===== src/virq_spu_pkg.sv =====
// constants for the spurious interrupt handling block
package virq_spu_pkg;
    localparam int          NUM_SRC     = 32;
    localparam int          VEC_W       = 32;
    localparam logic [31:0] SPU_RST_VAL = 32'h0000_0000;
    localparam int          FIQ_SRC     = 0;
    typedef enum logic [1:0] {
        VIRQ_IDLE = 2'b00,
        VIRQ_SERV = 2'b01,
        VIRQ_SPUR = 2'b10
    } virq_state_t;
endpackage


===== src/virq_vec_mem.sv =====
// vector memory: one word per source, registered read
`timescale 1ns/100ps
module virq_vec_mem
    import virq_spu_pkg::*;
(
    input  wire logic             i_sys_clk,
    input  wire logic             i_we,
    input  wire logic [4:0]       i_waddr,
    input  wire logic [VEC_W-1:0] i_wdata,
    input  wire logic [4:0]       i_raddr,
    output logic      [VEC_W-1:0] o_rdata
);
    logic [VEC_W-1:0] mem_q [NUM_SRC];
    logic [VEC_W-1:0] rdata_q;

    // no reset: contents are set by software at table init
    always_ff @(posedge i_sys_clk) begin
        if (i_we) begin
            mem_q[i_waddr] <= i_wdata;
        end
        rdata_q <= mem_q[i_raddr];
    end

    assign o_rdata = rdata_q;
endmodule // virq_vec_mem


===== src/virq_spu_ctrl.sv =====
// spurious interrupt detection and request gating
//
// Function
// RULE_01: a level source dropping while the core takes its request is spurious.
// RULE_02: a source asserting while software disables it is spurious.
// RULE_03: a vector read with nothing pending enters spurious handling.
// RULE_04: fast requests get the same spurious handling as normal ones.
// RULE_05: while spurious, both request outputs stay inactive until acknowledged.
// RULE_06: the core's handler must write end-of-interrupt before it returns.
// RULE_07: a spurious read returns the spurious vector as vector read data.
// RULE_08: the spurious vector lives in a software-writable register.
// RULE_09: an end-of-interrupt write clears the spurious state.
`timescale 1ns/100ps
module virq_spu_ctrl
    import virq_spu_pkg::*;
(
    input  wire logic               i_sys_clk,
    input  wire logic               i_rst_b,
    input  wire logic [NUM_SRC-1:0] i_src,
    input  wire logic [NUM_SRC-1:0] i_src_level,
    input  wire logic               i_enable_wr,
    input  wire logic               i_disable_wr,
    input  wire logic [NUM_SRC-1:0] i_cmd_mask,
    input  wire logic               i_vec_wr,
    input  wire logic [4:0]         i_vec_idx,
    input  wire logic [VEC_W-1:0]   i_vec_data,
    input  wire logic               i_spu_wr,
    input  wire logic               i_ivr_rd,
    input  wire logic               i_fvr_rd,
    input  wire logic               i_eoi_wr,
    output logic                    o_normal_irq_out_n,
    output logic                    o_fast_irq_out_n,
    output logic [VEC_W-1:0]        o_vec_rdata,
    output logic                    o_vec_valid,
    output logic                    o_spurious,
    output logic [VEC_W-1:0]        o_spu_vec
);
    logic [NUM_SRC-1:0] src_m_q, src_s_q, src_p_q;
    logic [NUM_SRC-1:0] en_q, en_d;
    logic [NUM_SRC-1:0] pend_q, pend_d;
    logic [NUM_SRC-1:0] act;
    virq_state_t        st_q, st_d;
    logic [VEC_W-1:0]   spu_q, spu_d;
    logic               normal_irq_out_n_q, normal_irq_out_n_d, fast_irq_out_n_q, fast_irq_out_n_d;
    logic               rd_q, spur_rd_q, spur_q;
    logic [4:0]         cur_q, cur_d, hit;
    logic               any_irq, any_fiq;
    logic [VEC_W-1:0]   mem_rd;

    function automatic logic [4:0] top_src(input logic [NUM_SRC-1:0] v);
        logic [4:0] r;
        r = '0;
        for (int k = 0; k < NUM_SRC; k++) begin
            if (v[k]) begin
                r = 5'(k);
            end
        end
        return r;
    endfunction

    // pins are asynchronous: two flops before use
    always_ff @(posedge i_sys_clk or negedge i_rst_b) begin
        if (!i_rst_b) begin
            src_m_q <= '0;
            src_s_q <= '0;
            src_p_q <= '0;
        end else begin
            src_m_q <= i_src;
            src_s_q <= src_m_q;
            src_p_q <= src_s_q;
        end
    end

    virq_vec_mem u_mem (
        .i_sys_clk (i_sys_clk),
        .i_we      (i_vec_wr),
        .i_waddr   (i_vec_idx),
        .i_wdata   (i_vec_data),
        .i_raddr   (cur_d),
        .o_rdata   (mem_rd)
    );

    genvar g;
    generate
        for (g = 0; g < NUM_SRC; g++) begin : g_src
            // level sources follow the pin; edge sources latch until served
            always_comb begin
                pend_d[g] = i_src_level[g] ? src_s_q[g]
                          : (pend_q[g] | (src_s_q[g] & ~src_p_q[g]));
                if (i_src_level[g] == 1'b0 && rd_q && cur_q == 5'(g)
                    && !spur_rd_q) begin
                    pend_d[g] = src_s_q[g] & ~src_p_q[g];
                end
            end
        end
    endgenerate

    assign act     = pend_q & en_q;
    assign any_fiq = act[FIQ_SRC];
    assign any_irq = |(act & ~NUM_SRC'(1));
    assign hit     = top_src(act & ~NUM_SRC'(1));

    always_comb begin
        en_d  = en_q;
        spu_d = spu_q;
        st_d  = st_q;
        cur_d = cur_q;
        if (i_enable_wr) begin
            en_d = en_d | i_cmd_mask;
        end
        if (i_disable_wr) begin
            en_d = en_d & ~i_cmd_mask;
        end
        if (i_spu_wr) begin
            spu_d = i_vec_data; // [RULE_08]
        end
        unique case (st_q)
            VIRQ_IDLE: begin
                if (i_fvr_rd) begin
                    // fast path: nothing pending means spurious too
                    st_d  = any_fiq ? VIRQ_SERV : VIRQ_SPUR; // [RULE_04]
                    cur_d = 5'(FIQ_SRC);
                end else if (i_ivr_rd) begin
                    // a withdrawn level or a just-disabled source both leave
                    // nothing active here, so one test covers all three cases
                    st_d  = any_irq ? VIRQ_SERV : VIRQ_SPUR; // [RULE_01] [RULE_02] [RULE_03]
                    cur_d = hit;
                end
            end
            VIRQ_SERV: begin
                if (i_eoi_wr) begin
                    st_d = VIRQ_IDLE;
                end
            end
            VIRQ_SPUR: begin
                // handler's end-of-interrupt write is the only way out
                if (i_eoi_wr) begin
                    st_d = VIRQ_IDLE; // [RULE_06] [RULE_09]
                end
            end
            default: st_d = VIRQ_IDLE;
        endcase
        normal_irq_out_n_d = !(st_q == VIRQ_IDLE && st_d == VIRQ_IDLE && any_irq); // [RULE_05]
        fast_irq_out_n_d = !(st_q != VIRQ_SPUR && st_d != VIRQ_SPUR && any_fiq); // [RULE_05]
    end

    always_ff @(posedge i_sys_clk or negedge i_rst_b) begin
        if (!i_rst_b) begin
            en_q      <= '0;
            pend_q    <= '0;
            spu_q     <= SPU_RST_VAL;
            st_q      <= VIRQ_IDLE;
            cur_q     <= '0;
            normal_irq_out_n_q    <= 1'b1;
            fast_irq_out_n_q    <= 1'b1;
            rd_q      <= 1'b0;
            spur_rd_q <= 1'b0;
            spur_q    <= 1'b0;
        end else begin
            en_q      <= en_d;
            pend_q    <= pend_d;
            spu_q     <= spu_d;
            st_q      <= st_d;
            cur_q     <= cur_d;
            normal_irq_out_n_q    <= normal_irq_out_n_d;
            fast_irq_out_n_q    <= fast_irq_out_n_d;
            rd_q      <= (i_ivr_rd | i_fvr_rd) && st_q == VIRQ_IDLE;
            spur_rd_q <= st_q == VIRQ_IDLE && st_d == VIRQ_SPUR;
            // own flop so the status pin carries no decode glitch
            spur_q    <= st_d == VIRQ_SPUR;
        end
    end

    // read data one cycle after the read, from the memory's register, or from spu_q on a spurious read
    assign o_vec_rdata        = spur_rd_q ? spu_q : mem_rd; // [RULE_07]
    assign o_vec_valid        = rd_q;
    assign o_spurious         = spur_q;
    assign o_spu_vec          = spu_q;
    assign o_normal_irq_out_n = normal_irq_out_n_q;
    assign o_fast_irq_out_n   = fast_irq_out_n_q;

    property p_spur_quiet;
        @(posedge i_sys_clk) disable iff (!i_rst_b)
        st_q == VIRQ_SPUR |=> o_normal_irq_out_n && o_fast_irq_out_n;
    endproperty
    a_spur_quiet: assert property (p_spur_quiet) // [RULE_05]
        else $error("request asserted during spurious handling");

    property p_empty_read;
        @(posedge i_sys_clk) disable iff (!i_rst_b)
        st_q == VIRQ_IDLE && i_ivr_rd && !i_fvr_rd && !any_irq
        |=> o_spurious ##0 o_vec_valid && o_vec_rdata == spu_q;
    endproperty
    a_empty_read: assert property (p_empty_read) // [RULE_03]
        else $error("empty vector read did not go spurious");

    property p_fast_empty;
        @(posedge i_sys_clk) disable iff (!i_rst_b)
        st_q == VIRQ_IDLE && i_fvr_rd && !any_fiq |=> o_spurious;
    endproperty
    a_fast_empty: assert property (p_fast_empty) // [RULE_04]
        else $error("empty fast read did not go spurious");

    property p_eoi_clear;
        @(posedge i_sys_clk) disable iff (!i_rst_b)
        o_spurious && i_eoi_wr |=> !o_spurious;
    endproperty
    a_eoi_clear: assert property (p_eoi_clear) // [RULE_09]
        else $error("end-of-interrupt did not clear spurious state");

    property p_spur_hold;
        @(posedge i_sys_clk) disable iff (!i_rst_b)
        o_spurious && !i_eoi_wr |=> o_spurious;
    endproperty
    a_spur_hold: assert property (p_spur_hold) // [RULE_05]
        else $error("spurious state left without acknowledge");

    property p_spu_write;
        @(posedge i_sys_clk) disable iff (!i_rst_b)
        i_spu_wr |=> o_spu_vec == $past(i_vec_data);
    endproperty
    a_spu_write: assert property (p_spu_write) // [RULE_08]
        else $error("spurious vector not stored");

    property p_disabled_read;
        @(posedge i_sys_clk) disable iff (!i_rst_b)
        st_q == VIRQ_IDLE && i_ivr_rd && !i_fvr_rd && (pend_q & ~en_q) != '0
        && (act & ~NUM_SRC'(1)) == '0 |=> o_spurious;
    endproperty
    a_disabled_read: assert property (p_disabled_read) // [RULE_02]
        else $error("disabled source read did not go spurious");

    property p_level_drop;
        @(posedge i_sys_clk) disable iff (!i_rst_b)
        !o_normal_irq_out_n && i_ivr_rd && !i_fvr_rd && !any_irq
        |=> o_spurious;
    endproperty
    a_level_drop: assert property (p_level_drop) // [RULE_01]
        else $error("withdrawn request not treated as spurious");
endmodule // virq_spu_ctrl


===== config.mk =====
export PLATFORM = sky130hd
export DESIGN_NAME = virq_spu_ctrl
export DESIGN_NICKNAME = d
export VERILOG_FILES = /design/src/virq_spu_pkg.sv /design/src/virq_vec_mem.sv /design/src/virq_spu_ctrl.sv
export SDC_FILE = /design/constraint.sdc
export NUM_CORES = 2
export LEC_CHECK = 0
export BUFFER_PORTS_ARGS = -buffer_cell sky130_fd_sc_hd__buf_2
export CAP_MARGIN = 20
export CORE_UTILIZATION = 40
export CTS_CLUSTER_DIAMETER = 100
export DETAILED_ROUTE_END_ITERATION = 10
export HOLD_SLACK_MARGIN = 0.12
export SYNTH_ARGS = -nofsm -noshare
export SYNTH_HDL_FRONTEND = slang
export SYNTH_SLANG_ARGS = --single-unit
export TNS_END_PERCENT = 5

===== constraint.sdc =====
create_clock -name i_sys_clk -period 3.06 [get_ports i_sys_clk]
set_input_delay 0 -clock i_sys_clk [delete_from_list [all_inputs] [get_ports i_sys_clk]]
set_output_delay 0 -clock i_sys_clk [all_outputs]
set_load 0.005 [all_outputs]

**After elaboration in Yosys (flattened, before gate mapping)**

Memories as Yosys holds them, arrays and structs flattened. A register that Yosys moved wholly into a read port is not among the register bits.
Cells that the tools add are included.

- $add $sub $neg: 0
- Muxes and demuxes: 109
- Reductions and logical operators: 110
- Div/mod/pow operators: 0
- Multiply operators: 0
- Shift-type cells: 0
- Bitwise gates (word level): 133
- Eq/ne operators: 36
- Order comparisons: 0

Operators with widths:

| operator | count |
|---|---|
| $mux W5 | 33 |
| $logic_and A1 B1 Y1 | 102 |
| $mux W32 | 3 |
| $eq A5 B5 Y1 const B | 16 |
| $mux W1 | 67 |
| $and A32 B32 Y32 | 2 |
| $not A1 Y1 | 64 |
| $eq A5 B4 Y1 const B | 8 |
| $or A1 B1 Y1 | 33 |
| $and A1 B1 Y1 | 32 |
| $not A32 Y32 | 1 |
| $or A32 B32 Y32 | 1 |
| $reduce_or A31 Y1 | 1 |
| $eq A5 B3 Y1 const B | 4 |
| $eq A5 B2 Y1 const B | 2 |
| $mux W2 | 5 |
| $eq A5 B1 Y1 const B | 1 |
| $logic_not A5 Y1 | 1 |
| $eq A2 B2 Y1 const B | 2 |
| $logic_not A2 Y1 | 2 |
| $ne A2 B2 Y1 const B | 2 |
| $pmux W2 S2 | 1 |
| $logic_not A1 Y1 | 3 |
| $eq A2 B1 Y1 const B | 1 |
| $reduce_or A2 Y1 | 1 |

- Memory bits (writable): 1024
- Output and inout bits: 68
- Memories kept: 1
- Latch bits: 0
- Input bits: 142
- Flip-flop bits (word level): 204
- Memory bits (read-only): 0

Memories:

| memory | depth | bits a word | rd ports | clocked after Yosys merged registers in | wr ports | line | text |
|---|---|---|---|---|---|---|---|
| u_mem.mem_q | 32 | 32 | 1 | 1 | 1 | virq_vec_mem.sv:13 | `logic [VEC_W-1:0] mem_q [NUM_SRC];` |

**Depth between registers and ports, before layout**

- Depth after elaboration: 35
- Depth in mapped cells: 16

**Cells and area by module**

A second synthesis with hierarchy kept.

- Cell total of the unflattened synthesis: 2916
- Area total of the unflattened synthesis: 48375.1 µm²

Modules (own cells, without submodules):

| module | area each (µm²) | times used | cells each |
|---|---|---|---|
| virq_vec_mem | 40485.1 | 1 | 2260 |
| virq_spu_ctrl | 7890.1 | 1 | 656 |

**Worst setup path after synthesis**

OpenSTA, ideal clock, no wires.

- Path kind: reg2reg
- Start point: register st_q[0]
- End point: register u_mem.rdata_q[27], in the netlist u_mem.o_rdata[27] (read register of u_mem.mem_q)
- Clock period less this slack: 2.679 ns
- Path slack: 0.381 ns
- Cell stages (with the launch flop): 16
- Data arrival time: 2.553 ns
- Path buffers: 2
- Cells stage by stage: dfrtp_1 inv_1 ha_1 buf_2 and3b_1 a22oi_1 o31ai_2 a21boi_1 nand2_2 inv_2 buf_2 nand3_1 a21oi_1 or4_1 nor4_1 nor3_1

- Word-level cells in the longest chain between the ends: 2

Ends and longest elaborated chain:

| element | line | text |
|---|---|---|
| start, declared | virq_spu_ctrl.sv:42 | `virq_state_t st_q, st_d;` |
| start signal, assigned | virq_spu_ctrl.sv:163 | `st_q <= st_d;` |
| $logic_not A2 Y1 | virq_spu_ctrl.sv:117 | `unique case (st_q)` |
| $mux W5 | virq_spu_ctrl.sv:117 |  |
| net cur_d[1] | virq_spu_ctrl.sv:46 | `logic [4:0] cur_q, cur_d, hit;` |
| end, declared | virq_vec_mem.sv:14 | `logic [VEC_W-1:0] rdata_q;` |

The timed path passes the listed nets, and every way through them passes these cells.
A chain may end at the register's enable or synchronous reset.

**Worst setup path after layout**

- Start point: register pend_q[5]
- End point: register u_mem.rdata_q[30], in the netlist u_mem.o_rdata[30] (read register of u_mem.mem_q)

- Word-level cells in the longest chain between the ends: 31

Ends and longest elaborated chain:

| element | line | text |
|---|---|---|
| start, declared | virq_spu_ctrl.sv:40 | `logic [NUM_SRC-1:0] pend_q, pend_d;` |
| start signal, assigned | virq_spu_ctrl.sv:161 | `pend_q <= pend_d;` |
| $and A32 B32 Y32 | virq_spu_ctrl.sv:98 | `assign act = pend_q & en_q;` |
| $mux W5 (27 in a row) | virq_spu_ctrl.sv:54 | `if (v[k]) begin` |
| $mux W5 | virq_spu_ctrl.sv:123 | `end else if (i_ivr_rd) begin` |
| $mux W5 | virq_spu_ctrl.sv:119 | `if (i_fvr_rd) begin` |
| $mux W5 | virq_spu_ctrl.sv:117 |  |

Every way passes these cells.

==> results.yml <==
run_status:
  outcome: "finished, violations left"
  violations: "negative setup slack"
floorplan:
  die_height_um: 357
  fp.coreArea_um2: 124000
  die_w_um: 357
  io_pins: 210
  die_area_um2: 127000
  initial_core_util_pct: 40.5
  std_cell_rows: 129
place:
  dp_slack_ns: -0.493
  io_buffers: 209
  placed_area_um2: 56300
  hpwl_mm: 87.0
  place.gp.congestion: 0.815
clock_tree:
  cts-root-buf: "clkbuf_16"
  clkLatencyLatePin_ns: 0.78
  h-tree-depth: 4
  cts_tree: "yes"
  numClockSinks: 1260
  path_clk_slew_ns: 0.06
  cts_buffer_depth: 3
  cts_buffers: 136
power_and_ir_drop:
  power.total_w: 0.0559
  pwr-share-seq_pct: 35.3
  power_frac_clock_pct: 29.4
  p_switching_w: 0.0186
  max-vdd-ir-drop_v: 0.000622
  power_density_nw_per_um2: 862
  switching_share_pct: 33.2
  p_comb_share_pct: 35.3
  p_leak_nw: 24.7
  p_int_w: 0.0374
detailed_routing:
  wirelength_mm: 150
  drt_iter0_drc: 3488
  route.detailed.drc: 0
  vias: 35200
  via_per_inst: 5.57
  drtAntennaViolNets: 0
  dr.pass1.iters: 5
  routedWlPerCell_um: 23.7
setup_path:
  reg2reg_slack_ns: -0.19
  timing.rr.start: "pend_q[5]"
  path_cells: "nand2_1, a32o_1, o21a_2, o311ai_4, buf_12, a31oi_4, buf_12, buf_12, inv_12, buf_6, nand2_1, and3_1, a31oi_1, a22oi_1, a21oi_1"
  end_kind: "flop"
  crit_type: "flop to flop"
  cp_common_cell: "buf_12"
  worst_setup_path_start_kind: "flop"
  reg2reg_to: "u_mem.o_rdata[30]"
  critPathMaxStageDelay_ns: 0.41
  cp.arrival_ns: 3.93
  reg2reg_depth: 15
  cp_data_required_time_ns: 3.74
  worstPathMaxFanout: 15
  worst_path_max_delay_cell: "dfrtp_1"
cells_and_area:
  drive_gt1_share_pct: 22.5
  nets: 4711
  final_common_cell: "edfxtp_1"
  finalInstanceArea_um2: 64900
  final_cell_mix: "1024 x edfxtp_1, 649 x nand2_1, 425 x a21oi_1"
  area_delta_synth_final_pct: 28.9
timing:
  hold_viol_final: 0
  finClkSkew_ns: 0.0606
  hold_slack_ns: 0.198
  fmax_mhz: 308
  setup-tns-final_ns: -2.06
  slew_headroom_pct: 42.0
  rsz0062_at_grt: "true"
  drv_slew: 0
  period_share_pct: 106
  setup_violations: 27
  period_minus_slack_ns: 3.25
  tightestPinTransition_ns: 0.870
  setup_ws_ns: -0.188
global_routing:
  grt_first_pass_wirelength_mm: 222
  groute.usage.overall_pct: 23.3
  first_global_vias: 34900
  antenna_found_initial: 4
  grt_remaining_overflow: 0
  grt_start_max_net_pins: 63
synthesis:
  netlist_instances: 3770
  synth_seq_area_share_pct: 72.5
  netlist_area_um2: 50400
  synthesis.nets: 3915
  synth-edff-count: 1024
  async_flop_share_pct: 16.2
  synthDistinctLibCells: 71
  yosysWarnings: 0
  synth-seq-cells: 1260
  syn_avg_cell_area_um2: 13.4
  ys.flop_type: "edfxtp_1"
min_path:
  min_to: "u_mem.mem_q[29][25]"
  hp-start: "i_vec_idx[0]"
  hold_path_depth: 5
  hold_class: "input port to flop"
flow_run:
  maxCapViolations: 0
==> worst max-delay path, delay by kind of cell, from the launching register on <==
| kind | cells | cell delay [ns] |
|---|---|---|
| buf+inv | 5 | 0.80 |
| compound gates | 7 | 1.58 |
| flops | 1 | 0.41 |
| simple gates | 3 | 0.31 |
==> registers in the layout, summed over array words and instances, names as in the netlist, named ones only <==
signal and count:
src_p_q 32, src_s_q 32, cur_q 5, en_q 1
src_m_q 32, u_mem.o_rdata 32, o_spu_vec 32, spur_rd_q 1
st_q 2, u_mem.mem_q 1024, o_normal_irq_out_n 1, pend_q 32
o_spurious 1, o_fast_irq_out_n 1, o_vec_valid 1
==> timing repair <==
item | CTS | global route
pin swaps | 17 | 26
cloned | 6 | 2
hold buffers | 268 | 0
resized for setup | 90 | 88
endpoints found under the setup margin | 32 | 35
buffers inserted | 28 | 10
hold endpoints to repair | 1372 | 0
==> Yosys cell counts, drive strengths merged (33+ instances only) <==
master  number  area share (%)
a21oi      433             4.3
nor2        48            0.36
nor3        36            0.36
a211oi      58            0.86
inv        105            0.78
o21ai      173             1.7
mux2        70             1.6
edfxtp    1024              61
nand3       75            0.75
dfrtp      202              10
a22oi       38            0.57
nand2      661             4.9
mux2i      136             2.7
o221ai      33            0.57
o22ai       37            0.46
o211a       56             1.1
clkbuf     131            0.98
or3         66            0.82
buf         99            0.97
nor4        62            0.80
a31oi       60            0.78
==> stage by stage <==
step	util [%]	instances
after floorplan	-	3770
after global placement	45.3	5751
after detailed placement	45.3	5751
after CTS	51.8	6299
after global routing	52.2	6312
final	52.2	6313
==> worst max-delay path by stage <==
stage                    from           endpoint  slack (ns)  depth (start not counted)
floorplan             st_q[0]  u_mem.o_rdata[27]        0.38                         15
global placement      st_q[0]   u_mem.o_rdata[6]       -0.59                         15
detailed placement    st_q[0]   u_mem.o_rdata[6]       -0.49                         15
CTS                      flop   u_mem.o_rdata[7]        -0.1                         14
global route          st_q[0]   u_mem.o_rdata[8]       -0.21                         16
finish              pend_q[5]  u_mem.o_rdata[30]       -0.19                         15
==> power groups by stage <==
stage	registers [W]	logic, W	clock network (W)
after global placement	0.0201	0.0169	0
after global routing	0.0198	0.0209	0.0174
after CTS	0.0197	0.0189	0.0167
final	0.0197	0.0198	0.0165
after floorplan	0.0198	0.00843	0
after detailed placement	0.0201	0.0170	0
==> layout make-up <==
type | count | area, um2
repair buffers | 888 | 7990
well taps | 1637 | 2050
clock inverters | 55 | 723
clock buffers | 192 | 3790
fillers | 10200 | 59400
multi-input cells | 2175 | 13500
flip-flops and latches | 1260 | 36500
inverters | 105 | 409
diodes | 1 | 2.50
==> per-layer routing <==
| layer | wire [um] | vias up | GRT usage (%) |
|---|---|---|---|
| li1 | - | 15700 | - |
| met1 | 63300 | 17700 | 31.9 |
| met2 | 71800 | 1421 | 37.8 |
| met3 | 10700 | 265 | 3.84 |
| met4 | 3980 | 2 | 7.79 |
| met5 | 20 | - | 0 |
==> kinds of logic after synthesis <==
group | share of synthesized area [%]
DFF | 72.5
AOI/OAI and AO/OA | 11.4
muxes | 4.27
buffers and inverters | 2.73
and+or+nand+nor | 9.03
adders and majority gates | 0.0745
No activity file was read; power rests on OpenSTA's default activity.
